===== src/core/codec_pkg.sv =====
// Purpose: Shared constants for the codec digital core
// Assumes: 50 MHz system clock
// Notes:   Capture modes, routing codes, timing counts
package codec_pkg;
    localparam int          WORD_W        = 10;
    localparam int          ROUTE_W       = 4;
    localparam int          NUM_CONV      = 4;
    localparam int          OVL_W         = 3;
    localparam int          ADC_W         = 12;
    localparam int          TRIM_W        = 2;
    localparam int          AUX_DIV       = 32;
    localparam int          AUX_CNT_W     = 5;
    localparam int          CLK_MHZ       = 50;
    localparam int          ADC_MAX_MHZ   = 54;
    localparam int          DAC_MULTI_MHZ = 54;
    localparam int          DAC_SINGLE_MHZ = 200;

    typedef enum logic [1:0]
    {
        CAP_OFF   = 2'b00,
        CAP_SINGLE = 2'b01,
        CAP_DUAL  = 2'b10,
        CAP_422   = 2'b11
    } cap_mode_t;

    localparam logic [3:0] RT_CV1   = 4'h0;
    localparam logic [3:0] RT_CV2   = 4'h1;
    localparam logic [3:0] RT_CV3   = 4'h2;
    localparam logic [3:0] RT_RSVD  = 4'h3;
    localparam logic [3:0] RT_CV5   = 4'h4;
    localparam logic [3:0] RT_CV6   = 4'h5;
    localparam logic [3:0] RT_YC14  = 4'h6;
    localparam logic [3:0] RT_YC23  = 4'h7;
    localparam logic [3:0] RT_YUV   = 4'h8;
    localparam logic [3:0] RT_AUX1  = 4'h9;
    localparam logic [3:0] RT_AUX2  = 4'ha;

    // Routing output kinds
    localparam logic [1:0] ST_CVBS  = 2'h0;
    localparam logic [1:0] ST_YC    = 2'h1;
    localparam logic [1:0] ST_YUV   = 2'h2;
    localparam logic [1:0] ST_NONE  = 2'h3;

    localparam logic [1:0] CONV0 = 2'h0;
    localparam logic [1:0] CONV1 = 2'h1;
    localparam logic [1:0] CONV2 = 2'h2;
    localparam logic [1:0] CONV3 = 2'h3;
endpackage


===== src/core/conv_bus_if.sv =====
// Purpose: Carries captured words into the converter steering block
// Assumes: One clock domain
// Notes:   Write strobe per converter
`timescale 1ns/10ps
interface conv_bus_if;
    logic [3:0] wr;
    logic [9:0] word [4];

    modport src (output wr, output word);
    modport dst (input wr, input word);
endinterface


===== src/core/conv_latch.sv =====
// Purpose: Holds one word per output converter and the overlay mux
// Assumes: Synchronous reset copy from the top
// Notes:   Overlay replaces all ten bits of converters 0..2
`timescale 1ns/10ps
module conv_latch
(
    // Clock and reset
    input  wire logic        clk,
    input  wire logic        rst_n,
    // Captured words
    conv_bus_if.dst          cb,
    // Overlay
    input  wire logic [2:0]  ovl_in,
    input  wire logic        ovl_en,
    // Converter codes
    output logic [9:0]       conv_out [4]
);
    genvar g;
    generate
        for (g = 0; g < codec_pkg::NUM_CONV; g++)
        begin : g_conv
            logic [9:0] hold_reg;
            logic [9:0] sel;
            always_ff @(posedge clk or negedge rst_n)
            begin
                if (!rst_n)
                    hold_reg <= 10'h000;
                else if (cb.wr[g])
                    hold_reg <= cb.word[g];
            end
            // Overlay full scale on converters 0..2
            if (g < codec_pkg::OVL_W)
            begin : g_ovl
                assign sel = ovl_en ? {10{ovl_in[g]}} : hold_reg;
            end
            else
            begin : g_plain
                assign sel = hold_reg;
            end
            always_ff @(posedge clk or negedge rst_n)
            begin
                if (!rst_n)
                    conv_out[g] <= 10'h000;
                else
                    conv_out[g] <= sel;
            end
        end
    endgenerate
endmodule


===== src/core/video_codec_core.sv =====
// Purpose: Capture, steering, routing decode and output flags of a video codec
// Assumes: Capture, overlay and master clock pins are sampled on clk through two flip-flops
// Notes:   Mode and routing code are plain ports in place of serial registers
//
// Behaviour
// - Converter words are ten bits; capture mode picks one of three.
// - Mode 1 latches only on strobe clock rising edge; marker is a sync flag.
// - Mode 1 marker high marks converter 0 word; next words go onward.
// - Mode 2 latches on both edges of both strobes, four converters.
// - Mode 3 takes 4:2:2 on strobe clock; marker high marks red difference.
// - Mode 3 luma to converter 1, red to 2, blue to 0.
// - Codes 0000-0101 select single composite; 0011 reserved.
// - Codes 0110, 0111 select Y/C input pairs.
// - Code 1000 selects component on channels 2, 3, 6 with three paths.
// - Codes 1001, 1010 select composite plus auxiliary inputs 3 to 6.
// - Auxiliary sample tick is master clock divided by 32.
// - Digitizer is 12 bits with 2 trim bits, up to 54 MHz.
// - Digitized words leave on the output bus at master clock rise.
// - Chroma flag high while red or chroma sample is on output bus.
// - Converters take 54 MHz multi, 200 MHz with converter 0 only.
// - Three overlay inputs multiplex onto converter outputs 0 to 2.
// - Overlay switched in only while overlay enable is high.
`timescale 1ns/10ps
module video_codec_core
(
    // Clock and reset
    input  wire logic        clk,
    input  wire logic        nrst,
    // Configuration
    input  wire logic [1:0]  cap_mode,
    input  wire logic [3:0]  route_code,
    // Capture pins
    input  wire logic [9:0]  conv_data,
    input  wire logic        capture_strobe_clock,
    input  wire logic        capture_marker_line,
    // Overlay pins
    input  wire logic [2:0]  overlay_inputs,
    input  wire logic        overlay_enable,
    // Digitizer side
    input  wire logic        master_clock_pin,
    input  wire logic [11:0] adc_sample,
    input  wire logic        adc_chroma,
    // Converter codes
    output logic [9:0]       output_converter_0,
    output logic [9:0]       output_converter_1,
    output logic [9:0]       output_converter_2,
    output logic [9:0]       output_converter_3,
    output logic             conv0_only,
    // Routing decode
    output logic [5:0]       channel_enable,
    output logic [5:0]       channel_single_ended,
    output logic [2:0]       sha_enable,
    output logic             route_reserved,
    output logic             aux_enable,
    output logic             aux_tick,
    // Digitizer output
    output logic [9:0]       dout,
    output logic             chroma_phase
);
    ////////////////////////////////////////////////////////////////////
    // Reset release
    logic [1:0] rst_sync_reg;
    always_ff @(posedge clk or negedge nrst)
    begin
        if (!nrst)
            rst_sync_reg <= 2'h0;
        else
            rst_sync_reg <= {rst_sync_reg[0], 1'b1};
    end
    wire rst_n = rst_sync_reg[1];

    ////////////////////////////////////////////////////////////////////
    // Pin synchronisers: data, strobes, master clock
    localparam int SW = codec_pkg::OVL_W + codec_pkg::WORD_W + 4;
    logic [SW-1:0] s1_reg, s2_reg;
    always_ff @(posedge clk or negedge rst_n)
    begin
        if (!rst_n)
        begin
            s1_reg <= '0;
            s2_reg <= '0;
        end
        else
        begin
            s1_reg <= {overlay_enable, overlay_inputs, conv_data,
                       capture_strobe_clock, capture_marker_line, master_clock_pin};
            s2_reg <= s1_reg;
        end
    end
    wire       ovl_en_s = s2_reg[16];
    wire [2:0] ovl_s    = s2_reg[15:13];
    wire [9:0] d_s      = s2_reg[12:3];
    wire       sclk     = s2_reg[2];
    wire       mark     = s2_reg[1];
    wire       mclk     = s2_reg[0];
    logic [2:0] edge_d_reg;
    always_ff @(posedge clk or negedge rst_n)
    begin
        if (!rst_n)
            edge_d_reg <= 3'h0;
        else
            edge_d_reg <= s2_reg[2:0];
    end
    wire sclk_rise = sclk & ~edge_d_reg[2];
    wire sclk_fall = ~sclk & edge_d_reg[2];
    wire mark_rise = mark & ~edge_d_reg[1];
    wire mark_fall = ~mark & edge_d_reg[1];
    wire mclk_rise = mclk & ~edge_d_reg[0];

    ////////////////////////////////////////////////////////////////////
    // Capture steering
    codec_pkg::cap_mode_t mode;
    assign mode = codec_pkg::cap_mode_t'(cap_mode);
    logic [1:0] seq_reg, seq_next;
    logic [3:0] wr;
    logic [1:0] dst;
    // Mode 3: Y, Cb, Y, Cr; marker marks Cr, so chroma alternates on marker
    wire is_luma = (seq_reg[0] == 1'b0);
    always_comb
    begin
        wr       = 4'h0;
        dst      = codec_pkg::CONV0;
        seq_next = seq_reg;
        unique case (mode)
            codec_pkg::CAP_SINGLE:
            begin
                if (sclk_rise)
                begin
                    dst      = mark ? codec_pkg::CONV0 : seq_reg;
                    wr[dst]  = 1'b1;
                    seq_next = dst + 2'h1;
                end
            end
            codec_pkg::CAP_DUAL:
            begin
                if (sclk_rise)
                    wr[codec_pkg::CONV0] = 1'b1;
                if (mark_rise)
                    wr[codec_pkg::CONV1] = 1'b1;
                if (sclk_fall)
                    wr[codec_pkg::CONV2] = 1'b1;
                if (mark_fall)
                    wr[codec_pkg::CONV3] = 1'b1;
            end
            codec_pkg::CAP_422:
            begin
                if (sclk_rise)
                begin
                    if (mark)
                        dst = codec_pkg::CONV2;
                    else if (is_luma)
                        dst = codec_pkg::CONV1;
                    else
                        dst = codec_pkg::CONV0;
                    wr[dst]  = 1'b1;
                    seq_next = mark ? 2'h0 : {1'b0, ~seq_reg[0]};
                end
            end
            codec_pkg::CAP_OFF:
            begin
                seq_next = 2'h0;
            end
        endcase
    end

    always_ff @(posedge clk or negedge rst_n)
    begin
        if (!rst_n)
            seq_reg <= 2'h0;
        else
            seq_reg <= seq_next;
    end
    conv_bus_if cb ();
    assign cb.wr = wr;
    genvar g;
    generate
        for (g = 0; g < codec_pkg::NUM_CONV; g++)
        begin : g_word
            assign cb.word[g] = d_s;
        end
    endgenerate

    logic [9:0] co [4];
    conv_latch u_latch
    (
        .clk      (clk),
        .rst_n    (rst_n),
        .cb       (cb.dst),
        .ovl_in   (ovl_s),
        .ovl_en   (ovl_en_s),
        .conv_out (co)
    );
    assign output_converter_0 = co[0];
    assign output_converter_1 = co[1];
    assign output_converter_2 = co[2];
    assign output_converter_3 = co[3];

    // Only converter 0 active allows the faster rate
    always_ff @(posedge clk or negedge rst_n)
    begin
        if (!rst_n)
            conv0_only <= 1'b0;
        else
            conv0_only <= (mode == codec_pkg::CAP_OFF);
    end

    ////////////////////////////////////////////////////////////////////
    // Routing decode
    logic [5:0] ch;
    logic [5:0] se;
    logic [2:0] sha;
    logic [1:0] kind;
    always_comb
    begin
        ch   = 6'h00;
        se   = 6'h00;
        sha  = 3'h0;
        kind = codec_pkg::ST_CVBS;
        case (route_code)
            codec_pkg::RT_CV1:  begin ch = 6'h01; sha = 3'h1; end
            codec_pkg::RT_CV2:  begin ch = 6'h02; sha = 3'h1; end
            codec_pkg::RT_CV3:  begin ch = 6'h04; sha = 3'h2; end
            codec_pkg::RT_CV5:  begin ch = 6'h10; sha = 3'h1; end
            codec_pkg::RT_CV6:  begin ch = 6'h20; sha = 3'h4; end
            codec_pkg::RT_YC14: begin ch = 6'h09; sha = 3'h3; kind = codec_pkg::ST_YC; end
            codec_pkg::RT_YC23: begin ch = 6'h06; sha = 3'h3; kind = codec_pkg::ST_YC; end
            codec_pkg::RT_YUV:  begin ch = 6'h26; sha = 3'h7; kind = codec_pkg::ST_YUV; end
            codec_pkg::RT_AUX1: begin ch = 6'h3d; se = 6'h3c; sha = 3'h1; end
            codec_pkg::RT_AUX2: begin ch = 6'h3e; se = 6'h3c; sha = 3'h1; end
            default:            begin kind = codec_pkg::ST_NONE; end
        endcase
    end
    wire is_aux = (route_code == codec_pkg::RT_AUX1) || (route_code == codec_pkg::RT_AUX2);

    logic [1:0] kind_reg;
    always_ff @(posedge clk or negedge rst_n)
    begin
        if (!rst_n)
        begin
            channel_enable       <= 6'h00;
            channel_single_ended <= 6'h00;
            sha_enable           <= 3'h0;
            route_reserved       <= 1'b0;
            aux_enable           <= 1'b0;
            kind_reg             <= codec_pkg::ST_CVBS;
        end
        else
        begin
            channel_enable       <= ch;
            channel_single_ended <= se;
            sha_enable           <= sha;
            route_reserved       <= (kind == codec_pkg::ST_NONE);
            aux_enable           <= is_aux;
            kind_reg             <= kind;
        end
    end

    ////////////////////////////////////////////////////////////////////
    // Auxiliary sample tick: master clock rises divided by 32
    logic [codec_pkg::AUX_CNT_W-1:0] aux_cnt_reg;
    always_ff @(posedge clk or negedge rst_n)
    begin
        if (!rst_n)
        begin
            aux_cnt_reg <= '0;
            aux_tick    <= 1'b0;
        end
        else
        begin
            aux_tick <= 1'b0;
            if (mclk_rise && aux_enable)
            begin
                aux_cnt_reg <= aux_cnt_reg + 1'b1;
                aux_tick    <= &aux_cnt_reg;
            end
        end
    end

    ////////////////////////////////////////////////////////////////////
    // Digitizer output: top 10 of 12 bits, trim bits dropped
    always_ff @(posedge clk or negedge rst_n)
    begin
        if (!rst_n)
        begin
            dout         <= 10'h000;
            chroma_phase <= 1'b0;
        end
        else if (mclk_rise)
        begin
            dout         <= adc_sample[codec_pkg::ADC_W-1:codec_pkg::TRIM_W];
            chroma_phase <= adc_chroma && (kind_reg == codec_pkg::ST_YC
                            || kind_reg == codec_pkg::ST_YUV);
        end
    end
endmodule


===== config.mk =====
export PLATFORM = sky130hd
export DESIGN_NAME = video_codec_core
export DESIGN_NICKNAME = d
export VERILOG_FILES = /design/src/core/codec_pkg.sv /design/src/core/conv_bus_if.sv /design/src/core/conv_latch.sv /design/src/core/video_codec_core.sv
export SDC_FILE = /design/constraint.sdc
export NUM_CORES = 1
export LEC_CHECK = 0
export BUFFER_PORTS_ARGS = -buffer_cell sky130_fd_sc_hd__buf_2
export CORE_ASPECT_RATIO = 1.4
export CORE_MARGIN = 2
export CORE_UTILIZATION = 40
export DETAILED_ROUTE_END_ITERATION = 7
export PLACE_DENSITY = 0.62
export SYNTH_ARGS = -nofsm -noshare
export SYNTH_HDL_FRONTEND = slang
export SYNTH_HIERARCHICAL = 1
export SYNTH_SLANG_ARGS = --single-unit

===== constraint.sdc =====
create_clock -name clk -period 14.6 [get_ports clk]
set_clock_uncertainty 0.1 [all_clocks]
set_input_delay 0.73 -clock clk [delete_from_list [all_inputs] [get_ports clk]]
set_output_delay 0.73 -clock clk [all_outputs]
set_load 0.01 [all_outputs]

---- After elaboration in Yosys (flattened, before gate mapping) ----
Index checks and enable logic that the tools add are counted.
word-level totals
  flip-flop bits (word level) ............. 158
  bits of input ports ..................... 38
  output and inout port bits .............. 70
  word-level logic and storage cells ...... 101
operators by class
  $add $sub $neg .......................... 2
  $lt $le $gt $ge ......................... 4
  eq/ne operators ......................... 17
  multiplexer cells ....................... 28
  bitwise logic cells ..................... 11
  reduce and logical (&&, ||, !) cells .... 15
operators by type and width
  cell                                                                                 number
  6-bit one-hot mux with 10 select lines                                               1
  10-bit two-way mux                                                                   3
  4-bit by 3-bit == test with 1-bit output, second input constant                      4
  3-bit one-hot mux with 5 select lines                                                1
  4-bit == test, second input constant                                                 3
  2-bit two-way mux                                                                    6
  2-bit one-hot mux with 3 select lines                                                2
  4-bit one-hot mux with 3 select lines                                                1
  1-bit two-way mux                                                                    9
  2-bit == test, second input constant                                                 4
  4-bit two-way mux                                                                    2
  7-bit OR reduction                                                                   1
  2-bit by 3-bit less-than comparator with 1-bit output, second input constant         2
  6-bit two-way mux                                                                    1
  1-bit inverter                                                                       6
  5-bit by 1-bit adder with 5-bit output, second input constant                        1
  1-bit AND                                                                            5
  5-bit AND reduction                                                                  1
  5-bit OR reduction                                                                   1
  1-bit demux with 2-bit select                                                        2
  2-bit by 1-bit == test with 1-bit output, second input constant                      2
  4-bit by 1-bit == test with 1-bit output, second input constant                      1
  4-bit by 2-bit == test with 1-bit output, second input constant                      1
  2-bit by 1-bit greater-or-equal comparator with 1-bit output, second input constant  2
  other kinds (9)                                                                      15

---- Longest topological paths before layout ----
  depth after elaboration ................. 10
  gate-level depth with buffers ........... 9
  depth with buffers taken out ............ 8

---- Hierarchy ----
The synthesis kept the hierarchy.
by module, submodules not included
  module            instances  cells an instance  area an instance (µm²)  sequential area each (µm²)
  conv_latch        1          157                2966.6                  2001.9
  video_codec_core  1          190                2652.5                  1801.7

---- Worst setup path before layout ----
No wires, ideal clock.
  path type ............................... input -> register
  start ................................... input port cap_mode[1]
  end ..................................... register u_latch.g_conv[2].hold_reg[0]
  setup time .............................. 0.125 ns
  data arrival time ....................... 1.794 ns
  slack ................................... 12.581 ns
  stages on the path ...................... 7
  path buffers ............................ 1
  cells stage by stage .................... inv_1 ha_1 a22oi_1 o22a_1 nor2_1 buf_4 mux2_2
between the ends
  cells in the longest elaborated chain, start to end .. 2
  elaborated cells on any way between the ends .. 4
  classes of those cells .................. 3 x eq/ne; 1 x mux
ends and longest elaborated chain
  element                                                                           RTL line                 source
  start, declared                                                                   video_codec_core.sv:30   input wire logic [1:0] cap_mode,
  2-bit == test / 2-bit by 1-bit == test with 1-bit output (equally long branches)  video_codec_core.sv:124  unique case (mode)
  4-bit one-hot mux with 3 select lines (*)                                         video_codec_core.sv:124
  net cb.wr[2]                                                                      conv_bus_if.sv:6         logic [3:0] wr;
  end signal, assigned                                                              conv_latch.sv:29         hold_reg <= cb.word[g];
  end, declared                                                                     conv_latch.sv:22         logic [9:0] hold_reg;
The timed path passes the listed nets; every way through them passes the cells marked *.
A chain may end at the register's enable or synchronous reset.

---- Final worst setup path ----
  start ................................... register s2_reg[1]
  end ..................................... register u_latch.g_conv[2].hold_reg[8]
between the ends
  cells in the longest elaborated chain, start to end .. 9
  elaborated cells on any way between the ends .. 17
  classes of those cells .................. 4 x order compare; 11 x mux; 2 x reduce/logical
ends and longest elaborated chain
  element                                                                                                                                                             RTL line                 source
  start, declared                                                                                                                                                     video_codec_core.sv:75   logic [SW-1:0] s1_reg, s2_reg;
  start signal, assigned                                                                                                                                              video_codec_core.sv:87   s2_reg <= s1_reg;
  2-bit two-way mux                                                                                                                                                   video_codec_core.sv:149  if (mark)
  2-bit two-way mux                                                                                                                                                   video_codec_core.sv:147  if (sclk_rise)
  2-bit two-way mux                                                                                                                                                   video_codec_core.sv:124
  2-bit by 3-bit less-than comparator with 1-bit output (not written as such) / 2-bit by 1-bit greater-or-equal comparator with 1-bit output (equally long branches)  video_codec_core.sv:155  wr[dst] = 1'b1;
  1-bit logical AND (not written as such)                                                                                                                             video_codec_core.sv:155
  1-bit two-way mux (not written as such)                                                                                                                             video_codec_core.sv:155
  1-bit demux with 2-bit select                                                                                                                                       video_codec_core.sv:155
  4-bit two-way mux                                                                                                                                                   video_codec_core.sv:147
  4-bit one-hot mux with 3 select lines (*)                                                                                                                           video_codec_core.sv:124
  net cb.wr[2]                                                                                                                                                        conv_bus_if.sv:6
The timed path passes the listed nets; every way through them passes the cells marked *. The select of a mux whose other input is x is not followed.

==> results.tsv <==
stage	metric	value	unit
route	drt_first_pass_iters	4	
final_layout	fin_nets	504	
timing	total_of_endpoints_with_negative_setup_slack_in_the_final_report	0	
critical_path	rr_startpoint	s2_reg[1]	
final_layout	antenna_cells_inserted	0	
power	vdd_ir_drop_max	0.0668	mV
power	fin_total_pwr	1.14	mW
clocking	insertion_delay_of_the_later_clocked_pin_in_the_worst_skew_pair	0.41	ns
final_layout	fin_util	0.498	
route	per_cell_routed_wire_length	14.3	um
power	p_per_area	165	mW/mm2
timing	max-slew-margin-rel	0.289	
outcome	outcome	complete, no violations	
power	power.share.switching	0.235	
synth	synth.lib_cells_used.distinct	38	
clocking	cts.repair_timing.setup_buffer_count	0	
floorplan	num_io_pins	108	
placed_design	io_buffers	103	
power	clock_power_share	0.405	
critical_path	regToRegEndpoint	u_latch/g_conv[2].hold_reg[8]	
critical_path	critPathKind	reg -> reg	
critical_path	cp_num_buf_inv	2	
critical_path	regToRegSetupSlack	12.10	ns
floorplan	die_footprint	0.0150	mm2
power	power.switching	0.267	mW
synth	sequential_fraction_of_the_synthesis_area	0.677	
floorplan	core-area	0.0138	mm2
clocking	post_cts_resize_count	0	
timing	max_slew.worst_pin.slew	1.07	ns
placed_design	preCtsSetupSlack	11.79	ns
final_layout	layout.cell_area.non_filler	0.00690	mm2
clocking	clock_sinks	152	
global_route	global_route.usage.total	0.131	
critical_path	cp.required	14.79	ns
min_path	worst_hold_startpoint	s1_reg[0]	
final_layout	finalNonFillerCells	654	
final_layout	post_route_cells_drive_above_1_share	0.473	
timing	final_min_period_over_clock_period	0.171	
critical_path	critical_path_fanout_max	10	
floorplan	chipWidth	104	um
synth	share_of_synthesized_registers_carrying_an_async_set_or_reset	1.00	
power	seq_power_share	0.467	
placed_design	placed_area	0.00625	mm2
critical_path	crit_arrival	2.68	ns
floorplan	core.rowCount	51	
critical_path	timing.critical_path.to_type	flop	
synth	dominantRegCellSynth	dfrtp_1	
global_route	wire_length_of_the_first_global_routing_pass	15000	um
synth	synth_warnings	6	
global_route	grt_pass1_vias	3006	
clocking	cts_buffer_count	17	
timing	setup_total_negative_slack	0	ns
job	maxCapViolCount	0	
synth	postSynthRegisterBits	152	
min_path	min-delay-path-class	reg -> reg	
route	drt_first_iter_violations	82	
global_route	antenna_violations_before_repair	0	
critical_path	critPathLaunchType	flop	
min_path	timing.hold.worst_endpoint	s2_reg[0]	
synth	post_synth_instance_area	0.00562	mm2
critical_path	critPathSlowestCell	nor2_1	
timing	maxSlewViolCount	0	
route	via_count	2963	
synth	post_synth_inst_count	347	
critical_path	slowest_delay	0.68	ns
synth	postSynthAreaPerCell	16.2	um2
route	vias_per_cell	4.53	
clocking	root_buffer	clkbuf_16	
clocking	clk_pin_slew_worst_paths	0.06	ns
timing	hold_violations	0	
route	totalWireLength	9360	um
critical_path	crit_chain	inv_1, nand2_1, inv_1, ha_1, a22oi_1, o22a_1, nor2_1, mux2_2	
clocking	cts_max_level	4	
power	power_report.internal_total	0.871	mW
timing	max_clock_freq	401	MHz
floorplan	die_h	144	um
power	power.static_leakage	3.36	nW
floorplan	floorplan.initialDensity	0.406	
timing	timing.final.ws_setup	12.10	ns
global_route	maximum_number_of_pins_on_one_net_before_global_route_repair	88	
timing	unrepaired_setup_endpoints_after_global_routing	no	
synth	synth_edf_count	0	
global_route	global_route.overflow_total	0	
placed_design	routabilityCongestion	0.735	
final_layout	area_delta_synth_final	22.8	%
clocking	tritoncts	built	
critical_path	cpMostUsedCell	inv_1	
placed_design	dpl.cell_count	621	
critical_path	ff2ff_path_depth	8	
route	detail-route-antenna-nets	0	
power	combPwrFrac	0.128	
min_path	hold-path-cell-count	0	
route	post_route_drc	0	
timing	holdWs	0.244	ns
critical_path	critPathTopFamily	simple AND/OR/NAND/NOR gates	
timing	finalWorstPathRequiredPeriod	2.50	ns
placed_design	dp_hpwl	6390	um
clocking	max-clock-path-buffers	2	
==> synthesized netlist by cell type, types with 2 or more instances <==
cell type / n / area [um2]
a21o_1: 2 / 15.0
a21oi_1: 4 / 20.0
a22oi_1: 2 / 15.0
and3_1: 3 / 18.8
buf_2: 3 / 15.0
buf_4: 12 / 90.1
buf_6: 4 / 45.0
conb_1: 2 / 7.51
dfrtp_1: 152 / 3800
ha_1: 10 / 125
inv_1: 8 / 30.0
mux2_1: 5 / 56.3
mux2_2: 48 / 541
mux2_4: 30 / 450
mux2i_1: 2 / 20.0
nand2_1: 10 / 37.5
nand2b_1: 7 / 43.8
nand3_1: 3 / 15.0
nor2_1: 7 / 26.3
nor2b_1: 4 / 25.0
nor3_1: 2 / 10.0
o21ai_0: 6 / 30.0
o32ai_1: 2 / 17.5
xnor2_1: 3 / 26.3
xor2_1: 3 / 26.3
==> layer usage <==
layer	vias to the layer above	GRT usage	share of wire	wire length (um)
li1	1395	-	-	-
met1	1492	0.161	0.43	4060
met2	68	0.213	0.51	4810
met3	8	0.0446	0.040	371
met4	0	0.0597	0.013	122
met5	-	0	0	0
==> area by class of cell <==
class | count | area, um2
flip-flops and latches | 152 | 3810
well taps | 185 | 231
repair buffers | 108 | 556
multi-input cells | 169 | 1640
clock buffers | 18 | 439
fillers | 1213 | 6950
inverters | 8 | 30.0
clock inverters | 14 | 195
==> repair_timing <==
item	in CTS	in global routing
hold buffers	1	0
hold endpoints to repair	2	0
setup endpoints to repair	0	0
==> cells by family after synthesis <==
logic type	Yosys count	synth area share
compound gates	24	0.0292
xor+xnor	6	0.00935
fa+ha+maj	10	0.0223
buf+inv	27	0.0321
flops	152	0.677
mux	85	0.190
other cells	2	0.00134
simple gates	41	0.0390
==> placed cells by master, fill, tap and decap left out, drive strengths merged, types with 2 or more instances in the layout <==
cell type	synthesis	final
bufinv	0	4
mux2	83	83
nor3	2	2
a22oi	2	2
a21oi	5	5
dfrtp	152	152
o32ai	2	2
inv	8	11
clkinv	0	6
xnor2	3	3
clkbuf	0	18
ha	10	10
conb	2	3
nor2	7	7
o21ai	6	6
and3	3	3
nand2	10	10
nor2b	4	4
xor2	3	3
buf	19	107
nand2b	8	8
nand3	3	3
mux2i	2	2
a21o	2	2
==> worst max-delay path by stage <==
stage / slack (ns) / endpoint / startpoint / cells past startpoint
4_1_cts: 12.06 / u_latch/g_conv[2].hold_reg[8] / s2_reg[1] / 8
3_5_place_dp: 11.79 / u_latch/g_conv[2].hold_reg[8] / cap_mode[0] / 7
3_3_place_gp: 11.89 / u_latch/g_conv[2].hold_reg[9] / cap_mode[0] / 7
6_report: 12.10 / u_latch/g_conv[2].hold_reg[8] / s2_reg[1] / 8
5_1_grt: 11.93 / u_latch/g_conv[2].hold_reg[6] / s2_reg[1] / 8
2_1_floorplan: 9.95 / aux_cnt_reg[0] / rst_sync_reg[1] / 0
==> power by group through the flow <==
stage	logic, mW	clock network [mW]	registers, mW
floorplan	0.0831	0	0.549
global placement	0.143	0	0.538
detailed placement	0.148	0	0.541
CTS	0.149	0.473	0.533
global route	0.159	0.494	0.542
finish	0.146	0.461	0.531
No activity file was read; power rests on OpenSTA's default activity.
